[src/inc/rate_mult_pkg.sv]
// Constants and types for the six-bit rate multiplier
package rate_mult_pkg;
   localparam int CNT_W = 6;
   localparam int CNT_PERIOD = 64;
   localparam logic [5:0] CNT_TERMINAL = 6'h3F;
   localparam logic [5:0] CNT_RESET = 6'h00;
   // Register byte addresses
   localparam logic [3:0] CTRL_ADDR = 4'h0;
   localparam logic [3:0] STATUS_ADDR = 4'h4;
   localparam int ADDR_W = 4;
   // Control field positions
   localparam int CTRL_RATE_LSB = 0;
   localparam int CTRL_CLEAR_BIT = 8;
   localparam int CTRL_STROBE_BIT = 9;
   localparam int CTRL_INHIBIT_BIT = 10;
   // Status field positions
   localparam int STAT_COUNT_LSB = 0;
   localparam int STAT_Z_BIT = 8;
   localparam int STAT_Y_BIT = 9;
   localparam int STAT_ENB_BIT = 10;
   // AXI responses
   localparam logic [1:0] RESP_OKAY = 2'h0;
   localparam logic [1:0] RESP_SLVERR = 2'h2;

   typedef struct packed {
      logic inhibit;
      logic strobe;
      logic clear;
      logic [5:0] rate;
   } ctrl_s;

   localparam ctrl_s CTRL_RESET = '{inhibit: 1'b0, strobe: 1'b0,
                                    clear: 1'b0, rate: 6'h00};

   typedef struct packed {
      logic enable_b;
      logic y;
      logic z;
   } pulse_s;

   localparam pulse_s PULSE_RESET = '{enable_b: 1'b1, y: 1'b0, z: 1'b1};
endpackage

[src/rtl/rate_mult.sv]
// Six-bit synchronous binary rate multiplier with AXI4-Lite control
`timescale 1ns/1ps
module rate_mult (
   // Clock, reset, freeze
   input wire logic core_clk_i,
   input wire logic rst_b_i,
   input wire logic ce_i,
   // Cascade and control pins, same clock as core_clk_i
   input wire logic enable_b_i,
   input wire logic strobe_i,
   input wire logic clear_i,
   input wire logic unity_i,
   input wire logic [5:0] rate_inputs_i,
   // Pulse outputs: z and enable_b active low, y active high
   output logic y_o,
   output logic z_o,
   output logic enable_b_o,
   // AXI4-Lite slave
   input wire logic [3:0] s_axi_awaddr,
   input wire logic s_axi_awvalid,
   output logic s_axi_awready,
   input wire logic [31:0] s_axi_wdata,
   input wire logic [3:0] s_axi_wstrb,
   input wire logic s_axi_wvalid,
   output logic s_axi_wready,
   output logic [1:0] s_axi_bresp,
   output logic s_axi_bvalid,
   input wire logic s_axi_bready,
   input wire logic [3:0] s_axi_araddr,
   input wire logic s_axi_arvalid,
   output logic s_axi_arready,
   output logic [31:0] s_axi_rdata,
   output logic [1:0] s_axi_rresp,
   output logic s_axi_rvalid,
   input wire logic s_axi_rready
);
   // Lowest zero bit of the count picks the weight that fires this step
   function automatic logic fires(input logic [5:0] cnt,
                                  input logic [5:0] rate);
      logic hit;
      logic [5:0] below;
      hit = 1'b0;
      below = 6'h00;
      // Exactly one position qualifies; count 63 has none
      for (int p = 0; p < rate_mult_pkg::CNT_W; p++) begin
         if (!cnt[p] && ((cnt & below) == below)) begin
            hit = rate[rate_mult_pkg::CNT_W - 1 - p];
         end
         below = {below[4:0], 1'b1};
      end
      return hit;
   endfunction

   rate_mult_pkg::ctrl_s ctrl_ff, nxt_ctrl;
   rate_mult_pkg::pulse_s out_ff, nxt_out;
   logic [5:0] count_ff, nxt_count;
   logic [5:0] rate_eff;
   logic clear_eff, strobe_eff, inhibit_eff, count_en, fire_now;

   logic aw_got_ff, nxt_aw_got, w_got_ff, nxt_w_got;
   logic [3:0] awaddr_ff, nxt_awaddr;
   logic [31:0] wdata_ff, nxt_wdata;
   logic [3:0] wstrb_ff, nxt_wstrb;
   logic bvalid_ff, nxt_bvalid, rvalid_ff, nxt_rvalid;
   logic [1:0] bresp_ff, nxt_bresp, rresp_ff, nxt_rresp;
   logic [31:0] rdata_ff, nxt_rdata;
   logic aw_take, w_take, ar_take, have_aw, have_w;
   logic [3:0] wr_addr;
   logic [31:0] wr_data, status_word;
   logic [3:0] wr_strb;
   logic [31:0] ctrl_word;

   // Counter and pulse decode
   always_comb begin
      clear_eff = ctrl_ff.clear | clear_i;
      strobe_eff = ctrl_ff.strobe | strobe_i;
      inhibit_eff = ctrl_ff.inhibit | enable_b_i;
      rate_eff = ctrl_ff.rate | rate_inputs_i;
      count_en = !clear_eff && !strobe_eff && !inhibit_eff;
      fire_now = count_en && fires(count_ff, rate_eff);
      nxt_count = count_ff;
      nxt_out = out_ff;
      if (clear_eff) begin
         nxt_count = rate_mult_pkg::CNT_RESET;
      end else if (count_en) begin
         nxt_count = count_ff + 6'h01;
      end
      nxt_out.z = !fire_now;
      // Unity is a sampled level, so a tied clock shows as a constant level
      nxt_out.y = !(nxt_out.z && unity_i);
      nxt_out.enable_b = !(count_en &&
                           count_ff == rate_mult_pkg::CNT_TERMINAL);
   end

   always_ff @(posedge core_clk_i) begin
      if (!rst_b_i) begin
         count_ff <= rate_mult_pkg::CNT_RESET;
         out_ff <= rate_mult_pkg::PULSE_RESET;
      end else if (ce_i) begin
         count_ff <= nxt_count;
         out_ff <= nxt_out;
      end
   end

   assign y_o = out_ff.y;
   assign z_o = out_ff.z;
   assign enable_b_o = out_ff.enable_b;

   // Register slave
   always_comb begin
      aw_take = s_axi_awvalid && !aw_got_ff && !bvalid_ff;
      w_take = s_axi_wvalid && !w_got_ff && !bvalid_ff;
      ar_take = s_axi_arvalid && !rvalid_ff;
      have_aw = aw_got_ff || aw_take;
      have_w = w_got_ff || w_take;
      wr_addr = aw_got_ff ? awaddr_ff : s_axi_awaddr;
      wr_data = w_got_ff ? wdata_ff : s_axi_wdata;
      wr_strb = w_got_ff ? wstrb_ff : s_axi_wstrb;
      ctrl_word = 32'h0000_0000;
      ctrl_word[rate_mult_pkg::CTRL_RATE_LSB +: 6] = ctrl_ff.rate;
      ctrl_word[rate_mult_pkg::CTRL_CLEAR_BIT] = ctrl_ff.clear;
      ctrl_word[rate_mult_pkg::CTRL_STROBE_BIT] = ctrl_ff.strobe;
      ctrl_word[rate_mult_pkg::CTRL_INHIBIT_BIT] = ctrl_ff.inhibit;
      status_word = 32'h0000_0000;
      status_word[rate_mult_pkg::STAT_COUNT_LSB +: 6] = count_ff;
      status_word[rate_mult_pkg::STAT_Z_BIT] = out_ff.z;
      status_word[rate_mult_pkg::STAT_Y_BIT] = out_ff.y;
      status_word[rate_mult_pkg::STAT_ENB_BIT] = out_ff.enable_b;
      nxt_ctrl = ctrl_ff;
      nxt_aw_got = aw_got_ff || aw_take;
      nxt_w_got = w_got_ff || w_take;
      nxt_awaddr = aw_take ? s_axi_awaddr : awaddr_ff;
      nxt_wdata = w_take ? s_axi_wdata : wdata_ff;
      nxt_wstrb = w_take ? s_axi_wstrb : wstrb_ff;
      nxt_bvalid = bvalid_ff && !s_axi_bready;
      nxt_bresp = bresp_ff;
      nxt_rvalid = rvalid_ff && !s_axi_rready;
      nxt_rresp = rresp_ff;
      nxt_rdata = rdata_ff;
      if (have_aw && have_w && !bvalid_ff) begin
         nxt_aw_got = 1'b0;
         nxt_w_got = 1'b0;
         nxt_bvalid = 1'b1;
         if (wr_addr == rate_mult_pkg::CTRL_ADDR) begin
            nxt_bresp = rate_mult_pkg::RESP_OKAY;
            if (wr_strb[0]) begin
               nxt_ctrl.rate = wr_data[rate_mult_pkg::CTRL_RATE_LSB +: 6];
            end
            if (wr_strb[1]) begin
               nxt_ctrl.clear = wr_data[rate_mult_pkg::CTRL_CLEAR_BIT];
               nxt_ctrl.strobe = wr_data[rate_mult_pkg::CTRL_STROBE_BIT];
               nxt_ctrl.inhibit = wr_data[rate_mult_pkg::CTRL_INHIBIT_BIT];
            end
         end else begin
            nxt_bresp = rate_mult_pkg::RESP_SLVERR;
         end
      end
      if (ar_take) begin
         nxt_rvalid = 1'b1;
         nxt_rresp = rate_mult_pkg::RESP_OKAY;
         case (s_axi_araddr)
            rate_mult_pkg::CTRL_ADDR: nxt_rdata = ctrl_word;
            rate_mult_pkg::STATUS_ADDR: nxt_rdata = status_word;
            default: begin
               nxt_rdata = 32'h0000_0000;
               nxt_rresp = rate_mult_pkg::RESP_SLVERR;
            end
         endcase
      end
   end

   always_ff @(posedge core_clk_i) begin
      if (!rst_b_i) begin
         ctrl_ff <= rate_mult_pkg::CTRL_RESET;
         aw_got_ff <= 1'b0;
         w_got_ff <= 1'b0;
         awaddr_ff <= 4'h0;
         wdata_ff <= 32'h0000_0000;
         wstrb_ff <= 4'h0;
         bvalid_ff <= 1'b0;
         bresp_ff <= 2'h0;
         rvalid_ff <= 1'b0;
         rresp_ff <= 2'h0;
         rdata_ff <= 32'h0000_0000;
      end else if (ce_i) begin
         ctrl_ff <= nxt_ctrl;
         aw_got_ff <= nxt_aw_got;
         w_got_ff <= nxt_w_got;
         awaddr_ff <= nxt_awaddr;
         wdata_ff <= nxt_wdata;
         wstrb_ff <= nxt_wstrb;
         bvalid_ff <= nxt_bvalid;
         bresp_ff <= nxt_bresp;
         rvalid_ff <= nxt_rvalid;
         rresp_ff <= nxt_rresp;
         rdata_ff <= nxt_rdata;
      end
   end

   // Ready gated by ce so nothing is taken while frozen
   assign s_axi_awready = !aw_got_ff && !bvalid_ff && ce_i;
   assign s_axi_wready = !w_got_ff && !bvalid_ff && ce_i;
   assign s_axi_arready = !rvalid_ff && ce_i;
   assign s_axi_bvalid = bvalid_ff;
   assign s_axi_bresp = bresp_ff;
   assign s_axi_rvalid = rvalid_ff;
   assign s_axi_rresp = rresp_ff;
   assign s_axi_rdata = rdata_ff;
endmodule

[config.mk]
export PLATFORM = sky130hd
export DESIGN_NAME = rate_mult
export DESIGN_NICKNAME = d
export VERILOG_FILES = /design/src/inc/rate_mult_pkg.sv /design/src/rtl/rate_mult.sv
export SDC_FILE = /design/constraint.sdc
export NUM_CORES = 1
export LEC_CHECK = 0
export BUFFER_PORTS_ARGS = -buffer_cell sky130_fd_sc_hd__buf_2
export CORE_MARGIN = 3
export CORE_UTILIZATION = 40
export CTS_BUF_LIST = sky130_fd_sc_hd__clkbuf_8
export DETAILED_ROUTE_END_ITERATION = 8
export GPL_ROUTABILITY_DRIVEN = 0
export PLACE_DENSITY = 0.69
export SYNTH_ARGS = -nofsm -noshare
export SYNTH_HDL_FRONTEND = slang
export SYNTH_SLANG_ARGS = --single-unit
[constraint.sdc]
create_clock -name core_clk_i -period 3.4 [get_ports core_clk_i]
set_input_delay 0.17 -clock core_clk_i [delete_from_list [all_inputs] [get_ports core_clk_i]]
set_output_delay 0.17 -clock core_clk_i [all_outputs]
set_load 0.01 [all_outputs]
# After elaboration in Yosys (flattened, before gate mapping)
# Index checks and enable logic that the tools add are counted.
# word_totals
elab_cells	101
in_bits	62
register_bits	75
out_inout_bits	44
# classes
add_sub_neg	1
n_eq_ne	6
n_bitwise	4
n_mux	18
n_reduce_logical	54
# ops
cell	n
logical AND 1 bit	24
one-hot mux 11 bit (2 select lines)	1
logical NOT 1 bit	17
2-to-1 mux 6 bit	2
2-to-1 mux 11 bit	1
2-to-1 mux 1 bit	10
AND reduction 2 bit	5
logical NOT 4 bit	2
AND reduction 4 bit	2
adder 6 x 1 -> 6 bit (second input constant)	1
== test 6 bit (second input constant)	1
2-to-1 mux 2 bit	3
bitwise OR 6 bit	1
== test 5 bit (second input constant)	1
== test 4 x 3 -> 1 bit (second input constant)	1
== test 4 bit (second input constant)	1
2-to-1 mux 4 bit	1
== test 3 bit (second input constant)	1
bitwise OR 1 bit	3
== test 2 bit (second input constant)	1
logical OR 1 bit	2
nonzero test 2 bit	1
OR reduction 2 bit	1

# Longest topological paths before layout
# Gate-level depths: netlist (run 1).
# logic_depth
depth_word	11
mapped_depth	8
mapped_depth_nobuf	7

# Worst setup path after synthesis (run 1)
# OpenSTA, ideal clock, no wires.
# synth_path
path_type	reg2reg
startpoint	register count_ff[0]
endpoint	register out_ff, in the netlist y_o
setup_slack_ns	1.673
path_buffers	0
setup_ns	0.117
period_less_slack_ns	1.727
required_time_ns	3.283
t_arrival_ns	1.610
path_stages_with_launch	8
cell_sequence	dfxtp_1 -> ha_1 -> and3_1 -> ha_1 -> a21oi_1 -> o21ai_1 -> a32o_1 -> a22o_1
# synth_between
elab_chain_cells	10
elab_cells_between_ends	19
cone_classes	4 x eq/ne; 6 x mux; 9 x reduce/logical
# synth_rtl
element	line	rtl
start: declaration	rate_mult.sv:56	logic [5:0] count_ff, nxt_count;
start signal: assignment	rate_mult.sv:97	count_ff <= rate_mult_pkg::CNT_RESET;
start signal: assignment	rate_mult.sv:100	count_ff <= nxt_count;
2-to-1 mux 1 bit (tied with other cells)	rate_mult.sv:46	if (!cnt[p] && ((cnt & below) == below)) begin
2-to-1 mux 1 bit / logical AND 1 bit (equally long branches)	rate_mult.sv:46	
2-to-1 mux 1 bit (3 in series)	rate_mult.sv:46	
2-to-1 mux 1 bit *	rate_mult.sv:46	
logical AND 1 bit *	rate_mult.sv:80	fire_now = count_en && fires(count_ff, rate_eff);
logical NOT 1 bit *	rate_mult.sv:88	nxt_out.z = !fire_now;
logical AND 1 bit *	rate_mult.sv:90	nxt_out.y = !(nxt_out.z && unity_i);
logical NOT 1 bit *	rate_mult.sv:90	
end signal: assignment	rate_mult.sv:98	out_ff <= rate_mult_pkg::PULSE_RESET;
end signal: assignment	rate_mult.sv:101	out_ff <= nxt_out;
end: declaration	rate_mult.sv:55	rate_mult_pkg::pulse_s out_ff, nxt_out;
# Mark *: on every way between the ends. The rest lies on a longest branch, timed or not.
# A chain may end at the register's enable or synchronous reset.

# Worst setup path after layout (run 1)
# Same ends and word-level chain as after synthesis.

==> impl_metrics.env, run 1 <==
export IMPL_clkLatencyLatePin_ns=0.30
export IMPL_final_cell_mix="buf_2, dfxtp_1, nand2_1"
export IMPL_fin_area_um2=2810
export IMPL_hpwl_um=3900
export IMPL_num_antenna_cells=0
export IMPL_seq_area_frac_synth=0.385
export IMPL_path_class="reg -> reg"
export IMPL_dieArea_um2=7220
export IMPL_end_kind="flop"
export IMPL_min_path_type="in -> reg"
export IMPL_cp_data_required_time_ns=3.60
export IMPL_die_y_um=85.0
export IMPL_fin_crit_ns=1.92
export IMPL_syn_cell_area_um2=2500
export IMPL_antenna_found_initial=0
export IMPL_crit_fanout=6
export IMPL_cts_setup_buffers=0
export IMPL_crit_start="count_ff[0]"
export IMPL_clkTransAtPathRegs_ns=0.09
export IMPL_clockBufferDepth=2
export IMPL_crit_arrival_ns=2.12
export IMPL_rr_startpoint="count_ff[0]"
export IMPL_synth_top_area_cell="dfxtp_1"
export IMPL_cts_root_buf="clkbuf_8"
export IMPL_core_um2=5990
export IMPL_yosysUniqueCellTypes=44
export IMPL_yosys_warnings=0
export IMPL_p_leak_uw=0.00130
export IMPL_final_max_slew_violation_count=0
export IMPL_grt_max_degree=47
export IMPL_row_count=28
export IMPL_cts_hold_buf=0
export IMPL_netlist_instances=277
export IMPL_htree_levels=2
export IMPL_final_common_cell="buf_2"
export IMPL_port_buffers=55
export IMPL_finalNetCount=392
export IMPL_grt_pass1_vias=1849
export IMPL_hold_violations=0
export IMPL_fin_worst_skew_ns=0.00690
export IMPL_fillCellCount=593
export IMPL_cts_sinks=48
export IMPL_fmax_mhz=521
export IMPL_overflow=0
export IMPL_cts_made_buffers=5
export IMPL_seqPwrFrac=0.521
export IMPL_syn_area_per_cell_um2=9.01
export IMPL_seq_area_um2=961
export IMPL_tightest_slew_ns=0.687
export IMPL_fin_crit_sh=0.564
export IMPL_synth_edf_count=0
export IMPL_vias=1957
export IMPL_ir_drop_uv=184
export IMPL_die_w_um=85.0
export IMPL_start_kind="flop"
export IMPL_comb_power_share=0.126
export IMPL_ys_top_cells_by_area="dfxtp_1, buf_4, mux2i_1"
export IMPL_viasPerCell=4.89
export IMPL_multi_input_area_um2=1340
export IMPL_maxCapViolCount=0
export IMPL_internal_power_uw=854
export IMPL_grt_usage=0.146
export IMPL_p_clk_frac=0.354
export IMPL_yosys_register_bits=48
export IMPL_yosys_most_used_dff="dfxtp_1"
export IMPL_outcome="finished, final reports clean"
export IMPL_placed_cell_area_um2=2700
export IMPL_drive_above_1_share=0.237
export IMPL_area_growth_pct=12.4
export IMPL_ant_nets=0
export IMPL_first_iter_violations=103
export IMPL_p_switching_uw=282
export IMPL_rsz0062_at_grt="no"
export IMPL_fin_setup_tns_ns=0
export IMPL_synthArstFlopShare=0
export IMPL_grt_first_pass_wirelength_um=8560
export IMPL_synth_top_area_frac=0.385
export IMPL_slew_headroom=0.542
export IMPL_cts_resized=0
export IMPL_post_drt_wl_per_cell_um=12.9
export IMPL_start_util=0.417
export IMPL_ios=106
export IMPL_firstDrtPassIters=4
export IMPL_worstHoldStart="s_axi_wdata[10]"
export IMPL_cts_tree="done"
export IMPL_p_per_area_nw_per_um2=405
export IMPL_wl_um=5140
export IMPL_setup_violations_final=0
export IMPL_netSwitchingFraction=0.248
export IMPL_drc=0
synthesized netlist by cell type, drive strengths merged, types with 2 or more instances:
library cell,n
dfxtp,48
nand2,40
buf,32
mux2i,17
nor2,17
nor2b,16
a21boi,13
a22oi,9
o211a,9
o21ai,9
clkbuf,8
mux2,8
ha,6
inv,6
nand3,6
and2,5
a21oi,3
nor3,3
nor4,2
o22ai,2
o41ai,2
or2,2
xnor2,2
power groups by stage:
| stage | registers (µW) | logic (µW) | clock network, µW |
|---|---|---|---|
| 3_5_place_dp | 605 | 144 | 0 |
| 2_1_floorplan | 604 | 121 | 0 |
| 5_1_grt | 594 | 160 | 436 |
| 6_report | 591 | 143 | 402 |
| 3_3_place_gp | 604 | 143 | 0 |
| 4_1_cts | 592 | 144 | 410 |
state kept, by name, indices dropped and copies added (netlist names):
name          flops
enable_b_o        1
w_got_ff          1
awaddr_ff         4
aw_got_ff         1
s_axi_rvalid      1
count_ff          6
s_axi_bvalid      1
wdata_ff          9
s_axi_rresp       1
wstrb_ff          2
y_o               1
s_axi_bresp       1
ctrl_ff           9
z_o               1
s_axi_rdata       9
kinds of logic after synthesis:
group,share of synthesized area
compound gates,0.154
buf+inv,0.115
flops,0.385
other cells,0.00150
mux,0.104
fa+ha+maj,0.0301
xor+xnor,0.0105
simple gates,0.200
path summary, 6_finish.rpt:
path | end | slack [ns] | depth (start not counted)
setup / recovery | y_o | 1.48 | 7
hold / removal | wdata_ff[10] | 0.11 | 3
setup reg to reg | y_o | 1.48 | 7
hold reg to reg | wdata_ff[2] | 0.46 | 2
layer usage:
layer / up-vias / routed length, µm / global-route usage
met1: 906 / 2250 / 0.186
met2: 60 / 2460 / 0.241
met5: - / 0 / 0
met3: 5 / 371 / 0.0398
met4: 0 / 63 / 0.0432
li1: 986 / - / -
critical path, cell delays in order, from the launching register on:
cell and delay (ns):
dfxtp_1 0.38, ha_1 0.26, and3_1 0.22, ha_1 0.21
a21oi_1 0.16, o21ai_1 0.10, a32o_1 0.30, a22o_1 0.20
through the flow:
step                      setup slack [ns]   util  cells  hold slack [ns]  total power [µW]
after floorplan                       1.67      -    301            0.305               725
after global placement                1.55  0.450    392            0.422               747
after detailed placement              1.51  0.450    392            0.428               749
after CTS                             1.50  0.468    400            0.108              1150
after global routing                  1.33  0.468    400           0.0994              1190
final                                 1.48  0.468    400            0.107              1140
cell type report:
class,instances,area share
clock buffer,5,0.0245
sequential,48,0.343
multi-input combinational,207,0.477
clock inverter,3,0.0138
inverter,6,0.00803
tap,75,0.0335
timing repair buffer,56,0.101
No activity file was read; power rests on OpenSTA's default activity.
==> inputs of run 2 (changes only) <==
==> constraint.sdc (replaced) <==
create_clock -name core_clk_i -period 1.8 [get_ports core_clk_i]
set_input_delay 0.09 -clock core_clk_i [delete_from_list [all_inputs] [get_ports core_clk_i]]
set_output_delay 0.09 -clock core_clk_i [all_outputs]
set_load 0.01 [all_outputs]
==> run 2 against run 1 <==
  * Sequential share of layout area is 0.59 points lower
  * Register-to-register slack worse by 1.4 ns
  * Clock skew is 0.0020 ns higher
  * Routed wire length is 0.72% higher
  * Maximum frequency is 14% higher
  * Final cell count is 1.3% higher
  * Sequential power is 90% higher
  * Non-clock buffer count is 5 higher
  * Utilization is 0.81 points higher
  * Largest cell class unchanged
  * Via count is 0.31% lower
==> impl_metrics.env, run 2 (synthesis results as in run 1) <==
export IMPL_p_per_area_nw_per_um2=725
export IMPL_internal_power_uw=1530
export IMPL_ir_drop_uv=308
export IMPL_drive_above_1_share=0.270
export IMPL_grt_pass1_vias=1890
export IMPL_cts_sinks=48
export IMPL_utilization=0.476
export IMPL_fin_crit_ns=1.69
export IMPL_final_cell_mix="buf_2, dfxtp_1, nand2_1"
export IMPL_hold_violations=0
export IMPL_die_y_um=85.0
export IMPL_slew_headroom=0.660
export IMPL_path_class="reg -> reg"
export IMPL_ant_nets=0
export IMPL_hpwl_um=4040
export IMPL_grt_first_pass_wirelength_um=8800
export IMPL_antenna_found_initial=0
export IMPL_min_path_type="in -> reg"
export IMPL_grt_usage=0.149
export IMPL_start_util=0.417
export IMPL_end_kind="flop"
export IMPL_rsz0062_at_grt="no"
export IMPL_fin_cells=405
export IMPL_grt_met3_usage=0.0379
export IMPL_gr_max_usage_layer="met2"
export IMPL_fin_crit_sh=0.937
export IMPL_crit_fanout=3
export IMPL_setup_violations_final=0
export IMPL_clkTransAtPathRegs_ns=0.09
export IMPL_p_leak_uw=0.00132
export IMPL_vias=1951
export IMPL_seqPwrFrac=0.540
export IMPL_cp_data_required_time_ns=1.99
export IMPL_final_max_slew_violation_count=0
export IMPL_wl_um=5180
export IMPL_grt_max_degree=27
export IMPL_cts_tree="done"
export IMPL_netSwitchingFraction=0.262
export IMPL_p_clk_frac=0.326
export IMPL_row_count=28
export IMPL_outcome="finished, final reports clean"
export IMPL_fillCellCount=597
export IMPL_overflow=0
export IMPL_num_antenna_cells=0
export IMPL_finalNetCount=397
export IMPL_firstDrtPassIters=4
export IMPL_seq_area_um2=961
export IMPL_ios=106
export IMPL_dieArea_um2=7220
export IMPL_tightest_slew_ns=0.505
export IMPL_area_growth_pct=14.3
export IMPL_viasPerCell=4.82
export IMPL_cts_hold_buf=0
export IMPL_port_buffers=55
export IMPL_drc=0
export IMPL_fmax_mhz=593
export IMPL_htree_levels=2
export IMPL_met2_usage=0.240
export IMPL_dp_cells=397
export IMPL_clkLatencyLatePin_ns=0.30
export IMPL_comb_power_share=0.134
export IMPL_crit_arrival_ns=1.88
export IMPL_core_um2=5990
export IMPL_start_kind="flop"
export IMPL_die_w_um=85.0
export IMPL_post_drt_wl_per_cell_um=12.8
export IMPL_cts_root_buf="clkbuf_8"
export IMPL_maxCapViolCount=0
export IMPL_cts_setup_buffers=0
export IMPL_cts_made_buffers=5
export IMPL_grtUsageMet1=0.193
export IMPL_fin_worst_skew_ns=0.00894
export IMPL_final_common_cell="buf_2"
export IMPL_clockBufferDepth=2
export IMPL_p_switching_uw=542
export IMPL_multi_input_area_um2=1360
export IMPL_first_iter_violations=60
run 2: changes by cell type in the layout (fill, tap and decap cells not counted), sizes merged:
cell    before  now
buf         56   61
bufinv       1    0
clkbuf       5    6
run 2: timing repair:
item	4_1_cts	5_1_grt
resized for setup	1	5
endpoints found under the setup margin	1	2
cloned	0	0
run 2: metrics by stage:
step                      instance area (µm²)  setup TNS, ns  hold WS (ns)  setup WS [ns]  total power, µW
after floorplan                          2590              0         0.225         0.0730             1370
after global placement                   2740              0         0.342         0.0533             1410
after detailed placement                 2740        -0.0200         0.349        -0.0200             1420
after CTS                                2840              0        0.0148        0.00419             2100
after global routing                     2850              0        0.0144         0.0120             2180
final                                    2850              0        0.0256          0.113             2070
run 2: layout make-up:
type,instances,share of cell area
flip-flops and latches,48,0.337
inverters,6,0.00789
multi-input cells,207,0.477
clock buffers,6,0.0289
repair buffers,61,0.112
well taps,75,0.0329
clock inverters,2,0.00482
run 2: power groups by stage:
stage	clock (µW)	sequential, µW	combinational [µW]
detailed placement	0	1140	276
floorplan	0	1140	229
CTS	706	1120	277
finish	675	1120	276
global placement	0	1140	273
global route	748	1120	310
run 2: worst paths after layout:
check	startpoint	to	slack, ns	cells after the start
hold reg to reg	wdata_ff[0]	wdata_ff[0]	0.46	2
setup / recovery	count_ff[0]	y_o	0.11	7
hold / removal	s_axi_wdata[10]	wdata_ff[10]	0.03	3
setup reg to reg	count_ff[0]	y_o	0.11	7
run 2: layer usage:
metal	up-vias	wire (µm)
met2	52	2480
met1	900	2340
met4	0	38
li1	995	-
met3	4	321
met5	-	0
run 2: worst max-delay path, cell delays in order, from the launching register on:
cell and delay, ns:
dfxtp_1 0.32, ha_2 0.20, and3_4 0.19, ha_2 0.18, a21oi_2 0.12, o21ai_1 0.09
a32o_2 0.29, a22o_1 0.19
